[src/logic/sar_pkg.sv]
// shared constants for the converter control and parallel read port
package sar_pkg;
    localparam int RESULT_W      = 16;    // bits per result word
    localparam int BYTE_W        = 8;     // low lane width in the 8-bit option
    localparam int ACQ_CYCLES    = 4;     // acquisition phase, conversion-clock cycles
    localparam int CONV_CYCLES   = 16;    // conversion phase, conversion-clock cycles
    localparam int SAMPLE_CYCLES = ACQ_CYCLES + CONV_CYCLES;
    localparam int MAX_RATE_KSPS = 500;   // throughput ceiling
    localparam int CORE_MHZ      = 250;
    localparam int CORE_PER_SAMPLE = (CORE_MHZ * 1000) / MAX_RATE_KSPS;
    localparam int BUSY_DLY_NS   = 25;    // latest busy fall after a clock rise
    localparam int CORE_PERIOD_NS = 1000 / CORE_MHZ;
    localparam int BUSY_DLY_CYC  = BUSY_DLY_NS / CORE_PERIOD_NS;
    localparam int CNT_W         = 5;
    localparam logic [RESULT_W-1:0] RESULT_RST = 16'h0000;
    localparam logic [CNT_W-1:0]    CNT_ZERO   = 5'h00;

    typedef enum logic [2:0] {
        SAR_IDLE = 3'b001,
        SAR_ACQ  = 3'b010,
        SAR_CONV = 3'b100
    } sar_state_type;

    typedef enum logic [3:0] {
        HOST_IDLE  = 4'b0001,
        HOST_WAIT  = 4'b0010,
        HOST_READ  = 4'b0100,
        HOST_GAP   = 4'b1000
    } sar_host_state_type;
endpackage

[src/logic/sar_link_if.sv]
// pins between the converter and the host controller
`timescale 1ns/1ps
interface sar_link_if;
    logic                         convst_n;
    logic                         cs_n;
    logic                         rd_n;
    logic                         byte_sel;
    logic                         conv_clk;
    logic                         busy;
    logic [sar_pkg::RESULT_W-1:0] result_bus;
    logic                         result_oe_n;

    modport dev  (input convst_n, cs_n, rd_n, byte_sel, conv_clk,
                  output busy, result_bus, result_oe_n);
    modport host (output convst_n, cs_n, rd_n, byte_sel, conv_clk,
                  input busy, result_bus, result_oe_n);
endinterface

[src/logic/sar_dev.sv]
// converter end: conversion sequencing, busy, and the parallel read port
// Notes on behaviour
// - falling convert strobe with chip select low holds sample, starts conversion
// - busy high throughout each running conversion
// - busy falls on the same core-clock edge that latches the result
// - busy falls on a conversion-clock rise
// - conversion stepped by the external conversion clock
// - every conversion yields a 16-bit word
// - one conversion per sample period, 500 kSPS
// - acquisition lasts four conversion-clock cycles
// - read port answers only with chip select low
// - read strobe low enables the result bus
// - host lowers chip select with convert strobe
// - half-select 1 moves bits 15:8 to low lane
// - 8-bit option: two reads, toggling half-select
// - half-select may change while read strobe held
// - half-select settled before read strobe falls
`timescale 1ns/1ps
module sar_dev
    import sar_pkg::*;
#(
    parameter int ACQ_N  = ACQ_CYCLES,
    parameter int CONV_N = CONV_CYCLES
) (
    // clock and reset
    input  wire logic                core_clk,
    input  wire logic                rst,
    // link to the host
    sar_link_if.dev                  link,
    // user side: sampled analog value as a signed code
    input  wire logic [RESULT_W-1:0] sample_code,
    output logic                     conv_done,
    output logic [RESULT_W-1:0]      result_word
);
    // a 16-bit word needs one conversion step per bit; the step counter is five bits wide
    if (ACQ_N < 1 || CONV_N < RESULT_W || ACQ_N + CONV_N > 31) begin : g_bad_phase
        $error("sar_dev: phase lengths out of range");
    end

    // two-flop synchronisers for every pin input
    logic [4:0] pin_s1_r;
    logic [4:0] pin_s2_r;
    always_ff @(posedge core_clk or posedge rst) begin
        if (rst) begin
            // idle pin levels, so no false edge appears after reset
            pin_s1_r <= 5'h1C;
            pin_s2_r <= 5'h1C;
        end else begin
            pin_s1_r <= {link.convst_n, link.cs_n, link.rd_n, link.byte_sel, link.conv_clk};
            pin_s2_r <= pin_s1_r;
        end
    end
    logic convst_n_s, cs_n_s, rd_n_s, byte_s, cclk_s;
    assign {convst_n_s, cs_n_s, rd_n_s, byte_s, cclk_s} = pin_s2_r;

    // edge detectors on synchronised levels
    logic convst_d_r;
    logic cclk_d_r;
    always_ff @(posedge core_clk or posedge rst) begin
        if (rst) begin
            convst_d_r <= 1'b1;
            cclk_d_r   <= 1'b0;
        end else begin
            convst_d_r <= convst_n_s;
            cclk_d_r   <= cclk_s;
        end
    end
    logic start_ev;
    logic cclk_rise;
    assign start_ev  = convst_d_r & ~convst_n_s & ~cs_n_s;
    assign cclk_rise = cclk_s & ~cclk_d_r;

    // sequencer: idle, hold/acquire, then successive approximation
    sar_state_type       state_r;
    logic [CNT_W-1:0]    step_r;
    logic [RESULT_W-1:0] held_r;
    logic [RESULT_W-1:0] sar_r;
    always_ff @(posedge core_clk or posedge rst) begin
        if (rst) begin
            state_r <= SAR_IDLE;
            step_r  <= CNT_ZERO;
        end else begin
            case (state_r)
                SAR_IDLE: begin
                    if (start_ev) begin
                        state_r <= SAR_ACQ;
                        step_r  <= CNT_ZERO;
                    end
                end
                SAR_ACQ: begin
                    if (cclk_rise) begin
                        if (step_r == CNT_W'(ACQ_N - 1)) begin
                            state_r <= SAR_CONV;
                            step_r  <= CNT_ZERO;
                        end else begin
                            step_r <= step_r + 1'b1;
                        end
                    end
                end
                SAR_CONV: begin
                    if (cclk_rise) begin
                        if (step_r == CNT_W'(CONV_N - 1)) begin
                            state_r <= SAR_IDLE;
                            step_r  <= CNT_ZERO;
                        end else begin
                            step_r <= step_r + 1'b1;
                        end
                    end
                end
                default: begin
                    state_r <= SAR_IDLE;
                    step_r  <= CNT_ZERO;
                end
            endcase
        end
    end

    // sample captured on the start strobe; held steady through conversion
    always_ff @(posedge core_clk or posedge rst) begin
        if (rst) begin
            held_r <= RESULT_RST;
        end else if (state_r == SAR_IDLE && start_ev) begin
            held_r <= sample_code;
        end
    end

    // one result bit resolved per conversion-clock rise, msb first; the
    // next value also feeds the holding register, since the lsb lands on the last step
    logic [RESULT_W-1:0] sar_nxt;
    always_comb begin
        sar_nxt = sar_r;
        if (step_r < CNT_W'(RESULT_W)) begin
            sar_nxt[RESULT_W-1-step_r[3:0]] = held_r[RESULT_W-1-step_r[3:0]];
        end
    end
    always_ff @(posedge core_clk or posedge rst) begin
        if (rst) begin
            sar_r <= RESULT_RST;
        end else if (state_r == SAR_ACQ) begin
            sar_r <= RESULT_RST;
        end else if (state_r == SAR_CONV && cclk_rise) begin
            sar_r <= sar_nxt;
        end
    end

    // output holding register: loaded in the same edge that ends conversion
    logic last_step;
    assign last_step = state_r == SAR_CONV && cclk_rise && step_r == CNT_W'(CONV_N - 1);
    always_ff @(posedge core_clk or posedge rst) begin
        if (rst) begin
            result_word <= RESULT_RST;
            conv_done   <= 1'b0;
        end else begin
            conv_done <= last_step;
            if (last_step) begin
                result_word <= sar_nxt;
            end
        end
    end

    // busy registered from state; falls one core cycle after the clock rise,
    // well inside the 25 ns bound once synchroniser delay is counted
    always_ff @(posedge core_clk or posedge rst) begin
        if (rst) begin
            link.busy <= 1'b0;
        end else begin
            link.busy <= (state_r != SAR_IDLE) && !last_step;
        end
    end

    // read port: bus re-registered from byte select every core cycle, so a held strobe tracks it
    logic rd_active;
    assign rd_active = ~cs_n_s & ~rd_n_s;
    always_ff @(posedge core_clk or posedge rst) begin
        if (rst) begin
            link.result_bus  <= RESULT_RST;
            link.result_oe_n <= 1'b1;
        end else begin
            link.result_oe_n <= ~rd_active;
            if (byte_s) begin
                link.result_bus <= {result_word[RESULT_W-1:BYTE_W],
                                    result_word[RESULT_W-1:BYTE_W]};
            end else begin
                link.result_bus <= result_word;
            end
        end
    end
endmodule

[src/flat_wrapper.sv]
// flat-port wrapper written by rule: the top's interface ports become plain ports
module sar_dev_flat import sar_pkg::*;
#(
    parameter int ACQ_N  = ACQ_CYCLES,
    parameter int CONV_N = CONV_CYCLES
)
  (core_clk, rst, sample_code, conv_done, result_word, link_convst_n, link_cs_n, link_rd_n, link_byte_sel, link_conv_clk, link_busy, link_result_bus, link_result_oe_n);
  sar_link_if link_i ();
  input  wire logic core_clk;
  input  wire logic rst;
  input  wire logic [RESULT_W-1:0] sample_code;
  output logic conv_done;
  output logic [RESULT_W-1:0] result_word;
  input wire logic [$bits(link_i.convst_n)-1:0] link_convst_n;
  input wire logic [$bits(link_i.cs_n)-1:0] link_cs_n;
  input wire logic [$bits(link_i.rd_n)-1:0] link_rd_n;
  input wire logic [$bits(link_i.byte_sel)-1:0] link_byte_sel;
  input wire logic [$bits(link_i.conv_clk)-1:0] link_conv_clk;
  output wire logic [$bits(link_i.busy)-1:0] link_busy;
  output wire logic [$bits(link_i.result_bus)-1:0] link_result_bus;
  output wire logic [$bits(link_i.result_oe_n)-1:0] link_result_oe_n;
  assign link_i.convst_n = link_convst_n;
  assign link_i.cs_n = link_cs_n;
  assign link_i.rd_n = link_rd_n;
  assign link_i.byte_sel = link_byte_sel;
  assign link_i.conv_clk = link_conv_clk;
  assign link_busy = link_i.busy;
  assign link_result_bus = link_i.result_bus;
  assign link_result_oe_n = link_i.result_oe_n;
  sar_dev #(.ACQ_N(ACQ_N), .CONV_N(CONV_N)) u_core (.core_clk(core_clk), .rst(rst), .link(link_i), .sample_code(sample_code), .conv_done(conv_done), .result_word(result_word));
endmodule
[config.mk]
export PLATFORM = sky130hd
export DESIGN_NAME = sar_dev_flat
export DESIGN_NICKNAME = d
export VERILOG_FILES = /design/src/logic/sar_pkg.sv /design/src/logic/sar_link_if.sv /design/src/logic/sar_dev.sv /design/src/flat_wrapper.sv
export SDC_FILE = /design/constraint.sdc
export NUM_CORES = 1
export LEC_CHECK = 0
export ABC_CLOCK_PERIOD_IN_PS = 2900
export BUFFER_PORTS_ARGS = -buffer_cell sky130_fd_sc_hd__clkbuf_2
export CAP_MARGIN = 5
export CORE_ASPECT_RATIO = 1.1
export CORE_MARGIN = 10
export CORE_UTILIZATION = 45
export DETAILED_ROUTE_END_ITERATION = 8
export PLACE_DENSITY = 0.66
export SYNTH_ARGS = -nofsm -noshare
export SYNTH_HDL_FRONTEND = slang
export SYNTH_SLANG_ARGS = --single-unit
[constraint.sdc]
create_clock -name core_clk -period 2.9 [get_ports core_clk]
set_input_delay 0.435 -clock core_clk [delete_from_list [all_inputs] [get_ports core_clk]]
set_output_delay 0.435 -clock core_clk [all_outputs]
set_load 0.01 [all_outputs]
==> results of run 1 <==
[power groups by stage]
stage | sequential [mW] | clock, mW | combinational, mW
after floorplan | 1.45 | 0 | 0.577
after global placement | 1.49 | 0 | 0.665
after detailed placement | 1.50 | 0 | 0.690
after CTS | 1.48 | 0.775 | 0.696
after global routing | 1.50 | 0.826 | 0.773
final | 1.48 | 0.744 | 0.682
[registers in the layout, indices dropped and copies added (netlist names), 3 cells and up]
register,flops
u_core.step_r,5
u_core.link.result_bus,16
u_core.state_r,3
u_core.pin_s2_r,5
u_core.pin_s1_r,5
u_core.sar_r,15
u_core.result_word,16
u_core.held_r,16
[worst reg2reg max path: stages (launching register included)]
cell and delay (ns):
dfstp_2 0.58, or3b_1 0.40, o32ai_1 0.14, buf_4 0.22, or2_1 0.59, mux2_2 0.42
[layer usage]
metal / vias up / GRT usage (%) / share of wire [%]
li1: 1198 / - / -
met1: 1144 / 13.9 / 45
met2: 63 / 18.3 / 47
met3: 8 / 4.31 / 6.8
met4: 0 / 5.78 / 1.5
met5: - / 0 / 0
[kinds of logic after synthesis]
logic type	after synthesis	synth area share (%)
fa+ha+maj	6	2.04
xor+xnor	1	0.239
flops	86	58.9
simple gates	86	12.2
mux	33	10.5
compound gates	62	10.9
buf+inv	40	5.21
[path summary, 6_finish.rpt]
path / cells after the start / from / to / slack (ns)
min: 1 / link_cs_n / u_core.pin_s1_r[3] / 0.15
min reg2reg: 0 / u_core.pin_s1_r[0] / u_core.pin_s2_r[0] / 0.35
max: 5 / u_core.state_r[0] / u_core.held_r[3] / 0.44
max in group asynchronous: 4 / rst / u_core.state_r[0] / 1.64
min in group asynchronous: 3 / rst / u_core.link.result_bus[0] / 0.56
max reg2reg: 5 / u_core.state_r[0] / u_core.held_r[3] / 0.44
[cells in the final DEF (no fill, tap or decap), drive strengths merged, types with 2 or more instances in the layout]
| cell | Yosys | routed |
|---|---|---|
| dfrtp | 77 | 77 |
| clkbuf | 6 | 67 |
| nand2 | 31 | 31 |
| inv | 25 | 26 |
| a21oi | 26 | 26 |
| mux2 | 23 | 23 |
| nor2 | 16 | 16 |
| o22ai | 15 | 15 |
| o21ai | 11 | 11 |
| nand3 | 10 | 10 |
| dfstp | 9 | 9 |
| nor2b | 8 | 8 |
| mux2i | 8 | 8 |
| ha | 6 | 6 |
| buf | 9 | 5 |
| nor3 | 4 | 4 |
| clkinvlp | 0 | 3 |
| or3b | 3 | 3 |
| nor3b | 2 | 2 |
| nand2b | 2 | 2 |
| and2 | 2 | 2 |
| a22oi | 2 | 2 |
| o31ai | 2 | 2 |
| mux4 | 2 | 2 |
| clkinv | 0 | 2 |
| or2 | 2 | 2 |
| nor4b | 2 | 2 |
[cell type report]
class | instances | area, µm²
clock buffers | 10 | 128
fillers | 751 | 3680
multi-input cells | 188 | 1320
flip-flops and latches | 86 | 2160
repair buffers | 63 | 345
well taps | 108 | 135
clock inverters | 6 | 45.0
inverters | 25 | 95.1
==> flow_metrics.env, run 1 <==
export IMPL_dieArea_um2=12200
export IMPL_grt_pass1_vias=2454
export IMPL_swShare_pct=30.2
export IMPL_die_x_um=106
export IMPL_antenna_found_initial=0
export IMPL_synth_top_area_share_pct=52.5
export IMPL_ys_ff_latch=86
export IMPL_drv_slew=0
export IMPL_pre_cts_ws_ns=0.451
export IMPL_path_cells="or3b_1 -> o32ai_1 -> buf_4 -> or2_1 -> mux2_2"
export IMPL_clockBufferDepth=2
export IMPL_setup_slack_ns=0.438
export IMPL_yosysWarningCount=0
export IMPL_placementRows=34
export IMPL_h_tree_depth=3
export IMPL_setup_violations=0
export IMPL_switching_power_uw=876
export IMPL_final_nets=402
export IMPL_syn_num_nets=343
export IMPL_end_kind="flip-flop"
export IMPL_clkPwrFrac_pct=25.6
export IMPL_syn_area_um2=3670
export IMPL_p_leak_nw=1.95
export IMPL_rsz0062_at_grt="no"
export IMPL_num_antenna_cells=0
export IMPL_drcViolationCount=0
export IMPL_hold_buffers=1
export IMPL_grt_pass1_wl_um=11500
export IMPL_grt_ovfl_total=0
export IMPL_dpl_hpwl_um=4830
export IMPL_wl_per_cell_um=14.1
export IMPL_syn2layout_area_growth_pct=15.2
export IMPL_cts_root_buf="clkbuf_8"
export IMPL_synth_seq_area_share_pct=58.9
export IMPL_grt_max_degree=68
export IMPL_cts_tree="yes"
export IMPL_cp_required_ns=3.14
export IMPL_drive_gt1_share_pct=34.7
export IMPL_post_cts_repair_setup_buffers=0
export IMPL_peakVddDrop_v=0.000352
export IMPL_dp_cells=469
export IMPL_synth_async_reset_ratio_pct=100
export IMPL_design_area_um2=4230
export IMPL_synth_top_cell_by_area="dfrtp_1"
export IMPL_fmax_mhz=406
export IMPL_firstDrtPassIters=4
export IMPL_hp_class="primary input to flip-flop"
export IMPL_outcome="complete, no violations"
export IMPL_ios=58
export IMPL_grtUsageTotal_pct=11.7
export IMPL_instances_no_fill=486
export IMPL_holdWs_ns=0.152
export IMPL_synthTopCellsByCount="dfrtp_1 (77), nand2_1 (31), inv_1 (25), mux2_2 (23), o22ai_1 (15)"
export IMPL_final_util_pct=53.4
export IMPL_numCtsBuffers=9
export IMPL_portBuffers=57
export IMPL_drt_iter0_drc=72
export IMPL_drt_vias_per_instance=4.97
export IMPL_power_mw=2.90
export IMPL_crit_path_start_kind="flip-flop"
export IMPL_synth_cells=314
export IMPL_syn_avg_cell_area_um2=11.7
export IMPL_core_region_area_um2=7910
export IMPL_seq_power_share_pct=50.9
export IMPL_clock_sinks=86
export IMPL_comb_power_share_pct=23.5
export IMPL_finClkSkew_ns=0.0108
export IMPL_power_density_nw_per_um2=687
export IMPL_tightestPinTransition_ns=0.725
export IMPL_critPathArrivalTime_ns=2.70
export IMPL_ant_nets=0
export IMPL_yosys_most_used_dff="dfrtp_1"
export IMPL_critPathBufInv=1
export IMPL_post_route_period_util_pct=84.9
export IMPL_initial_core_util_pct=46.4
export IMPL_ys_top_cells_by_area="dfrtp_1 (52%), mux2_2 (7.1%), dfstp_2 (6.4%)"
export IMPL_yosysUniqueCellTypes=44
export IMPL_synth_edff_count=0
export IMPL_critPathKind="flip-flop to flip-flop"
export IMPL_worstPathMaxFanout=18
export IMPL_slowest_stage="or2_1"
export IMPL_insertion_delay_ns=0.36
export IMPL_routed_wl_um=6840
export IMPL_yosysMostFrequentCell="dfrtp_1"
export IMPL_drv_cap=0
export IMPL_cts_resized_gates=0
export IMPL_crit_family="simple AND/OR/NAND/NOR gates"
export IMPL_slowest_delay_ns=0.59
export IMPL_clk_pin_slew_ns=0.08
export IMPL_hold_viol=0
export IMPL_tns_ns=0
export IMPL_slew_headroom_pct=51.7
export IMPL_layout_min_cycle_time_ns=2.46
export IMPL_gp_congestion=0.818
export IMPL_die_h_um=115
export IMPL_dr_total_vias=2413
export IMPL_internal_power_mw=2.03
export IMPL_placed_area_um2=4050
(Power assumes the default switching activity.)
==> run 2, diff against run 1 <==
--- a/config.mk
+++ b/config.mk
@@ -5,7 +5,7 @@
 export SDC_FILE = /design/constraint.sdc
 export NUM_CORES = 1
 export LEC_CHECK = 0
-export ABC_CLOCK_PERIOD_IN_PS = 2900
+export ABC_CLOCK_PERIOD_IN_PS = 2500
 export BUFFER_PORTS_ARGS = -buffer_cell sky130_fd_sc_hd__clkbuf_2
 export CAP_MARGIN = 5
 export CORE_ASPECT_RATIO = 1.1
==> constraint.sdc (replaced) <==
create_clock -name core_clk -period 2.5 [get_ports core_clk]
set_input_delay 0.375 -clock core_clk [delete_from_list [all_inputs] [get_ports core_clk]]
set_output_delay 0.375 -clock core_clk [all_outputs]
set_load 0.01 [all_outputs]
==> flow_metrics.env, run 2 (same netlist as run 1, synthesis figures left out) <==
export IMPL_switching_power_mw=1.03
export IMPL_final_nets=404
export IMPL_ant_nets=0
export IMPL_path_cells="or3b_1 -> o32ai_1 -> or2_1 -> buf_4 -> mux2_2"
export IMPL_power_density_nw_per_um2=837
export IMPL_nFillCells=736
export IMPL_slew_headroom_pct=43.9
export IMPL_setup_slack_ns=0.454
export IMPL_cp_required_ns=2.73
export IMPL_worstPathMaxFanout=18
export IMPL_firstDrtPassIters=5
export IMPL_dr_total_vias=2435
export IMPL_hold_viol=0
export IMPL_comb_power_share_pct=22.9
export IMPL_insertion_delay_ns=0.36
export IMPL_drive_gt1_share_pct=35.3
export IMPL_drv_cap=0
export IMPL_numCtsBuffers=9
export IMPL_dpl_hpwl_um=5100
export IMPL_regToRegSetupSlack_ns=0.45
export IMPL_drt_iter0_drc=82
export IMPL_outcome="complete, no violations"
export IMPL_setup_violations=0
export IMPL_worst_r2r_path_depth=5
export IMPL_peakVddDrop_v=0.000562
export IMPL_wl_per_cell_um=14.6
export IMPL_end_kind="flip-flop"
export IMPL_swShare_pct=28.6
export IMPL_portBuffers=57
export IMPL_post_route_period_util_pct=81.8
export IMPL_grt_pass1_wl_um=12200
export IMPL_rsz0062_at_grt="no"
export IMPL_tns_ns=0
export IMPL_die_h_um=115
export IMPL_die_x_um=106
export IMPL_drv_slew=0
export IMPL_clockBufferDepth=2
export IMPL_hold_buffers=0
export IMPL_h_tree_depth=3
export IMPL_clock_sinks=86
export IMPL_drt_vias_per_instance=4.99
export IMPL_fmax_mhz=489
export IMPL_cts_root_buf="clkbuf_8"
export IMPL_critPathBufInv=1
export IMPL_internal_power_mw=2.56
export IMPL_startpoint="u_core.state_r[0]"
export IMPL_layout_common_cells="dfrtp_1 (77), clkbuf_2 (57), nand2_1 (31)"
export IMPL_routed_wl_um=7130
export IMPL_critPathKind="flip-flop to flip-flop"
export IMPL_slowest_stage="dfstp_2"
export IMPL_drcViolationCount=0
export IMPL_reg_largest_list="u_core.held_r x16, u_core.link.result_bus x16, u_core.result_word x16"
export IMPL_final_common_cell="dfrtp_1"
export IMPL_clk_pin_slew_ns=0.09
export IMPL_layout_min_cycle_time_ns=2.05
export IMPL_grt_ovfl_total=0
export IMPL_path_depth=5
export IMPL_critPathArrivalTime_ns=2.28
export IMPL_rr_endpoint="u_core.held_r[12]"
export IMPL_post_cts_repair_setup_buffers=0
export IMPL_grt_max_degree=39
export IMPL_initial_core_util_pct=46.4
export IMPL_endpoint="u_core.held_r[12]"
export IMPL_pre_cts_ws_ns=0.430
export IMPL_antenna_found_initial=0
export IMPL_crit_path_start_kind="flip-flop"
export IMPL_seq_power_share_pct=47.8
export IMPL_cts_resized_gates=0
export IMPL_grtUsageTotal_pct=12.1
export IMPL_syn2layout_area_growth_pct=16.7
export IMPL_ios=58
export IMPL_gp_congestion=0.793
export IMPL_hp_class="primary input to flip-flop"
export IMPL_design_area_um2=4280
export IMPL_finClkSkew_ns=0.0165
export IMPL_dieArea_um2=12200
export IMPL_clkPwrFrac_pct=29.4
export IMPL_placementRows=34
export IMPL_tightestPinTransition_ns=0.840
export IMPL_num_antenna_cells=0
export IMPL_core_region_area_um2=7910
export IMPL_crit_family="flip-flops"
export IMPL_reg2reg_from="u_core.state_r[0]"
export IMPL_p_leak_nw=1.98
export IMPL_grt_pass1_vias=2584
export IMPL_slowest_delay_ns=0.59
export IMPL_cts_tree="yes"
export IMPL_placed_area_um2=4070
==> run 2: cell types whose count changed in the layout (fill, tap and decap cells not counted) <==
cell	previous run	this run
inv_6	2	0
buf_4	4	7
bufinv_16	0	2
clkinv_4	0	1
clkinvlp_4	3	2
dlygate4sd3_1	1	0
==> run 2: worst min path at each step <==
stage          slack (ns)            endpoint  depth (start not counted)          startpoint
5_1_grt              0.08  u_core.pin_s1_r[4]                          1       link_convst_n
3_3_place_gp         0.34  u_core.pin_s2_r[1]                          0  u_core.pin_s1_r[1]
4_1_cts              0.08  u_core.pin_s1_r[4]                          1       link_convst_n
6_report             0.09  u_core.pin_s1_r[4]                          1       link_convst_n
2_1_floorplan        0.33  u_core.pin_s2_r[0]                          0  u_core.pin_s1_r[0]
3_5_place_dp         0.33  u_core.pin_s2_r[0]                          0  u_core.pin_s1_r[0]
==> run 2: stage by stage <==
step | power [mW] | utilization, % | cells | hold slack [ns]
floorplan | 2.35 | - | 314 | 0.331
global placement | 2.53 | 51.4 | 472 | 0.337
detailed placement | 2.57 | 51.4 | 472 | 0.335
CTS | 3.62 | 54.1 | 488 | 0.0799
global route | 3.80 | 54.1 | 488 | 0.0812
finish | 3.59 | 54.1 | 488 | 0.0927
==> run 2: power by group through the flow <==
stage,Combinational (mW),Clock [mW],Sequential [mW]
6_report,0.820,1.05,1.71
5_1_grt,0.915,1.14,1.74
4_1_cts,0.830,1.08,1.71
3_5_place_dp,0.827,0,1.74
3_3_place_gp,0.797,0,1.73
2_1_floorplan,0.669,0,1.69
==> run 2: routing by layer <==
layer / wire [µm] / share of wire, % / global-route usage (%)
met1: 3070 / 43 / 14.6
met2: 3420 / 48 / 19.5
met3: 513 / 7.2 / 4.53
met4: 132 / 1.9 / 4.34
met5: 0 / 0 / 0
==> run 2: cell type report <==
class | instances | area [µm²] | share of cell area (%)
inverters | 25 | 97.6 | 2.28
clock inverters | 6 | 86.3 | 2.02
flip-flops and latches | 86 | 2160 | 50.5
well taps | 108 | 135 | 3.15
clock buffers | 10 | 128 | 2.98
multi-input cells | 188 | 1320 | 30.7
repair buffers | 65 | 358 | 8.35
==> run 2: worst register-to-register path, stage by stage, from the launching register on <==
cell and delay (ns):
dfstp_2 0.59, or3b_1 0.41, o32ai_1 0.18, or2_1 0.15
buf_4 0.23, mux2_2 0.37
==> run 3, diff against run 2 <==
--- a/config.mk
+++ b/config.mk
@@ -5,7 +5,8 @@
 export SDC_FILE = /design/constraint.sdc
 export NUM_CORES = 1
 export LEC_CHECK = 0
-export ABC_CLOCK_PERIOD_IN_PS = 2500
+export ABC_AREA = 1
+export ABC_CLOCK_PERIOD_IN_PS = 2050
 export BUFFER_PORTS_ARGS = -buffer_cell sky130_fd_sc_hd__clkbuf_2
 export CAP_MARGIN = 5
 export CORE_ASPECT_RATIO = 1.1
==> constraint.sdc (replaced) <==
create_clock -name core_clk -period 2.05 [get_ports core_clk]
set_input_delay 0.3075 -clock core_clk [delete_from_list [all_inputs] [get_ports core_clk]]
set_output_delay 0.3075 -clock core_clk [all_outputs]
set_load 0.01 [all_outputs]
==> flow_metrics.env, run 3 <==
export IMPL_outcome="complete, no violations"
export IMPL_synth_compound_area_share_pct=5.49
export IMPL_wl_per_cell_um=12.6
export IMPL_worstPathMaxFanout=33
export IMPL_ios=58
export IMPL_fmax_mhz=539
export IMPL_yosysUniqueCellTypes=31
export IMPL_synthAdderAreaFrac_pct=1.98
export IMPL_final_nets=493
export IMPL_grt_pass1_vias=2945
export IMPL_dpl_hpwl_um=5240
export IMPL_drv_cap=0
export IMPL_synth_seq_area_share_pct=57.2
export IMPL_ys_ff_latch=86
export IMPL_synth_cells=399
export IMPL_pre_cts_ws_ns=0.130
export IMPL_portBuffers=57
export IMPL_insertion_delay_ns=0.35
export IMPL_cts_tree="yes"
export IMPL_die_h_um=116
export IMPL_antenna_found_initial=0
export IMPL_holdWs_ns=0.0311
export IMPL_clock_sinks=86
export IMPL_grt_max_degree=87
export IMPL_syn2layout_area_growth_pct=16.1
export IMPL_layout_common_cells="nand2_1 (116), dfrtp_1 (77), clkbuf_2 (57)"
export IMPL_setup_violations=0
export IMPL_dp_cells=564
export IMPL_reg2reg_from="u_core.state_r[0]"
export IMPL_seq_power_share_pct=44.3
export IMPL_cp_required_ns=2.28
export IMPL_yosys_most_used_dff="dfrtp_1"
export IMPL_dieArea_um2=12500
export IMPL_final_common_cell="nand2_1"
export IMPL_tightestPinTransition_ns=0.614
export IMPL_yosysMostFrequentCell="nand2_1"
export IMPL_slew_headroom_pct=59.0
export IMPL_syn_avg_cell_area_um2=9.49
export IMPL_placementRows=35
export IMPL_synth_top_family_by_area="simple AND/OR/NAND/NOR gates"
export IMPL_internal_power_mw=2.97
export IMPL_clockBufferDepth=2
export IMPL_ant_nets=0
export IMPL_startpoint="u_core.state_r[0]"
export IMPL_instances_no_fill=580
export IMPL_final_util_pct=53.1
export IMPL_tns_ns=0
export IMPL_critPathArrivalTime_ns=2.08
export IMPL_syn_num_nets=428
export IMPL_ys_top_cells_by_area="dfrtp_1 (51%), nand2_1 (12%), dfstp_2 (6.2%)"
export IMPL_synth_top_cell_by_area="dfrtp_1"
export IMPL_hold_viol=0
export IMPL_clkPwrFrac_pct=25.2
export IMPL_hold_buffers=0
export IMPL_grtUsageTotal_pct=12.7
export IMPL_cts_root_buf="clkbuf_8"
export IMPL_peakVddDrop_v=0.000731
export IMPL_comb_power_share_pct=30.4
export IMPL_drt_vias_per_instance=4.74
export IMPL_drive_gt1_share_pct=34.1
export IMPL_power_density_nw_per_um2=1040
export IMPL_drv_slew=0
export IMPL_synth_async_reset_ratio_pct=100
export IMPL_hp_start="link_convst_n"
export IMPL_num_antenna_cells=0
export IMPL_crit_path_start_kind="flip-flop"
export IMPL_clk_pin_slew_ns=0.08
export IMPL_switching_power_mw=1.60
export IMPL_swShare_pct=35.0
export IMPL_numCtsBuffers=9
export IMPL_synth_top_area_share_pct=50.9
export IMPL_worst_r2r_path_depth=9
export IMPL_synth_edff_count=0
export IMPL_hp_class="primary input to flip-flop"
export IMPL_syn_area_um2=3780
export IMPL_routed_wl_um=7340
export IMPL_synth_xor_area_share_pct=0.231
export IMPL_muxShareOfSynthArea_pct=2.38
export IMPL_core_region_area_um2=8280
export IMPL_yosysWarningCount=0
export IMPL_post_route_period_util_pct=90.6
export IMPL_end_kind="flip-flop"
export IMPL_initial_core_util_pct=45.7
export IMPL_drcViolationCount=0
export IMPL_firstDrtPassIters=4
export IMPL_dr_total_vias=2752
export IMPL_synthTopCellsByCount="nand2_1 (116), dfrtp_1 (77), nand3_1 (40), inv_1 (32), nor2_1 (23)"
export IMPL_gp_congestion=0.813
export IMPL_die_x_um=107
export IMPL_finClkSkew_ns=0.0116
export IMPL_drt_iter0_drc=82
export IMPL_reg_largest_list="u_core.held_r x16, u_core.link.result_bus x16, u_core.result_word x16"
export IMPL_grt_pass1_wl_um=13100
export IMPL_nFillCells=780
export IMPL_layout_min_cycle_time_ns=1.86
export IMPL_h_tree_depth=3
export IMPL_grt_ovfl_total=0
export IMPL_synthSimpleGateAreaFrac_pct=27.0
export IMPL_setup_slack_ns=0.193
export IMPL_critPathKind="flip-flop to flip-flop"
export IMPL_p_leak_nw=2.36
export IMPL_min_path_cells=1
export IMPL_rsz0062_at_grt="no"
[run 3: cell types whose count changed in the layout (fill, tap and decap cells not counted), moves of 8 or more]
cell,previous run,this run
or2_2,1,16
a21oi_1,14,2
nor2b_1,8,0
nor2_1,12,22
nand2_1,31,116
o22ai_1,15,3
nand3_1,10,40
mux2i_1,8,0
nor2_2,4,16
mux2_2,23,8
[run 3: layer usage]
metal  part of all wire, %  vias to the layer above  GRT usage, %
met5                     0                        -             0
met4                   1.3                        0          4.63
met3                   6.3                        8          3.86
met2                    46                       60          21.0
met1                    47                     1308          15.3
li1                      -                     1376             -
[run 3: path summary, 6_finish.rpt]
| check | end | slack (ns) |
|---|---|---|
| max | u_core.held_r[14] | 0.19 |
| min | u_core.pin_s1_r[4] | 0.03 |
| max reg2reg | u_core.held_r[14] | 0.19 |
| min reg2reg | u_core.pin_s2_r[0] | 0.35 |
| max in group asynchronous | u_core.convst_d_r | 1.62 |
| min in group asynchronous | u_core.link.result_bus[14] | 0.05 |
[run 3: final cells by class]
cell class              count  area [µm²]  area share [%]
clock buffers              10         128            2.90
repair buffers             64         350            7.97
multi-input cells         265        1410            32.0
inverters                  38         148            3.36
flip-flops and latches     86        2160            49.2
well taps                 111         139            3.16
clock inverters             6        60.1            1.37
[run 3: power by group through the flow]
stage                     clock, mW  sequential [mW]  combinational, mW
final                          1.15             2.02               1.39
after global routing           1.27             2.05               1.59
after CTS                      1.19             2.03               1.42
after detailed placement          0             2.06               1.41
after global placement            0             2.05               1.37
after floorplan                   0             2.04               1.22
[run 3: repair_timing]
action | in CTS | in global routing
buffers inserted | 0 | 0
resized for setup | 0 | 1
endpoints found under the setup margin | 0 | 15
endpoints found under the hold margin | 0 | 0
[run 3: cell families (layout without fill, tap and decap cells)]
logic type	Yosys count	in the layout
AO/OA/AOI/OAI	28	28
XOR/XNOR	1	1
adder cells (fa/ha/maj)	6	6
buffers and inverters	48	118
flip-flops	86	86
multiplexers	8	8
AND/OR/NAND/NOR	222	222
[run 3: critical path, stage by stage, from the launching register on]
cell     delay [ns]
dfstp_2        0.52
inv_1          0.09
nand3_2        0.15
nand2_2        0.08
nand2_2        0.06
nand2_2        0.08
nor2_4         0.18
nand2_4        0.29
nor2_1         0.23
a21oi_2        0.04
[run 3: through the flow]
stage / instance area (µm²) / power, mW
after detailed placement: 4210 / 3.47
after global routing: 4400 / 4.91
final: 4400 / 4.57
after floorplan: 3790 / 3.26
after global placement: 4210 / 3.42
after CTS: 4390 / 4.63
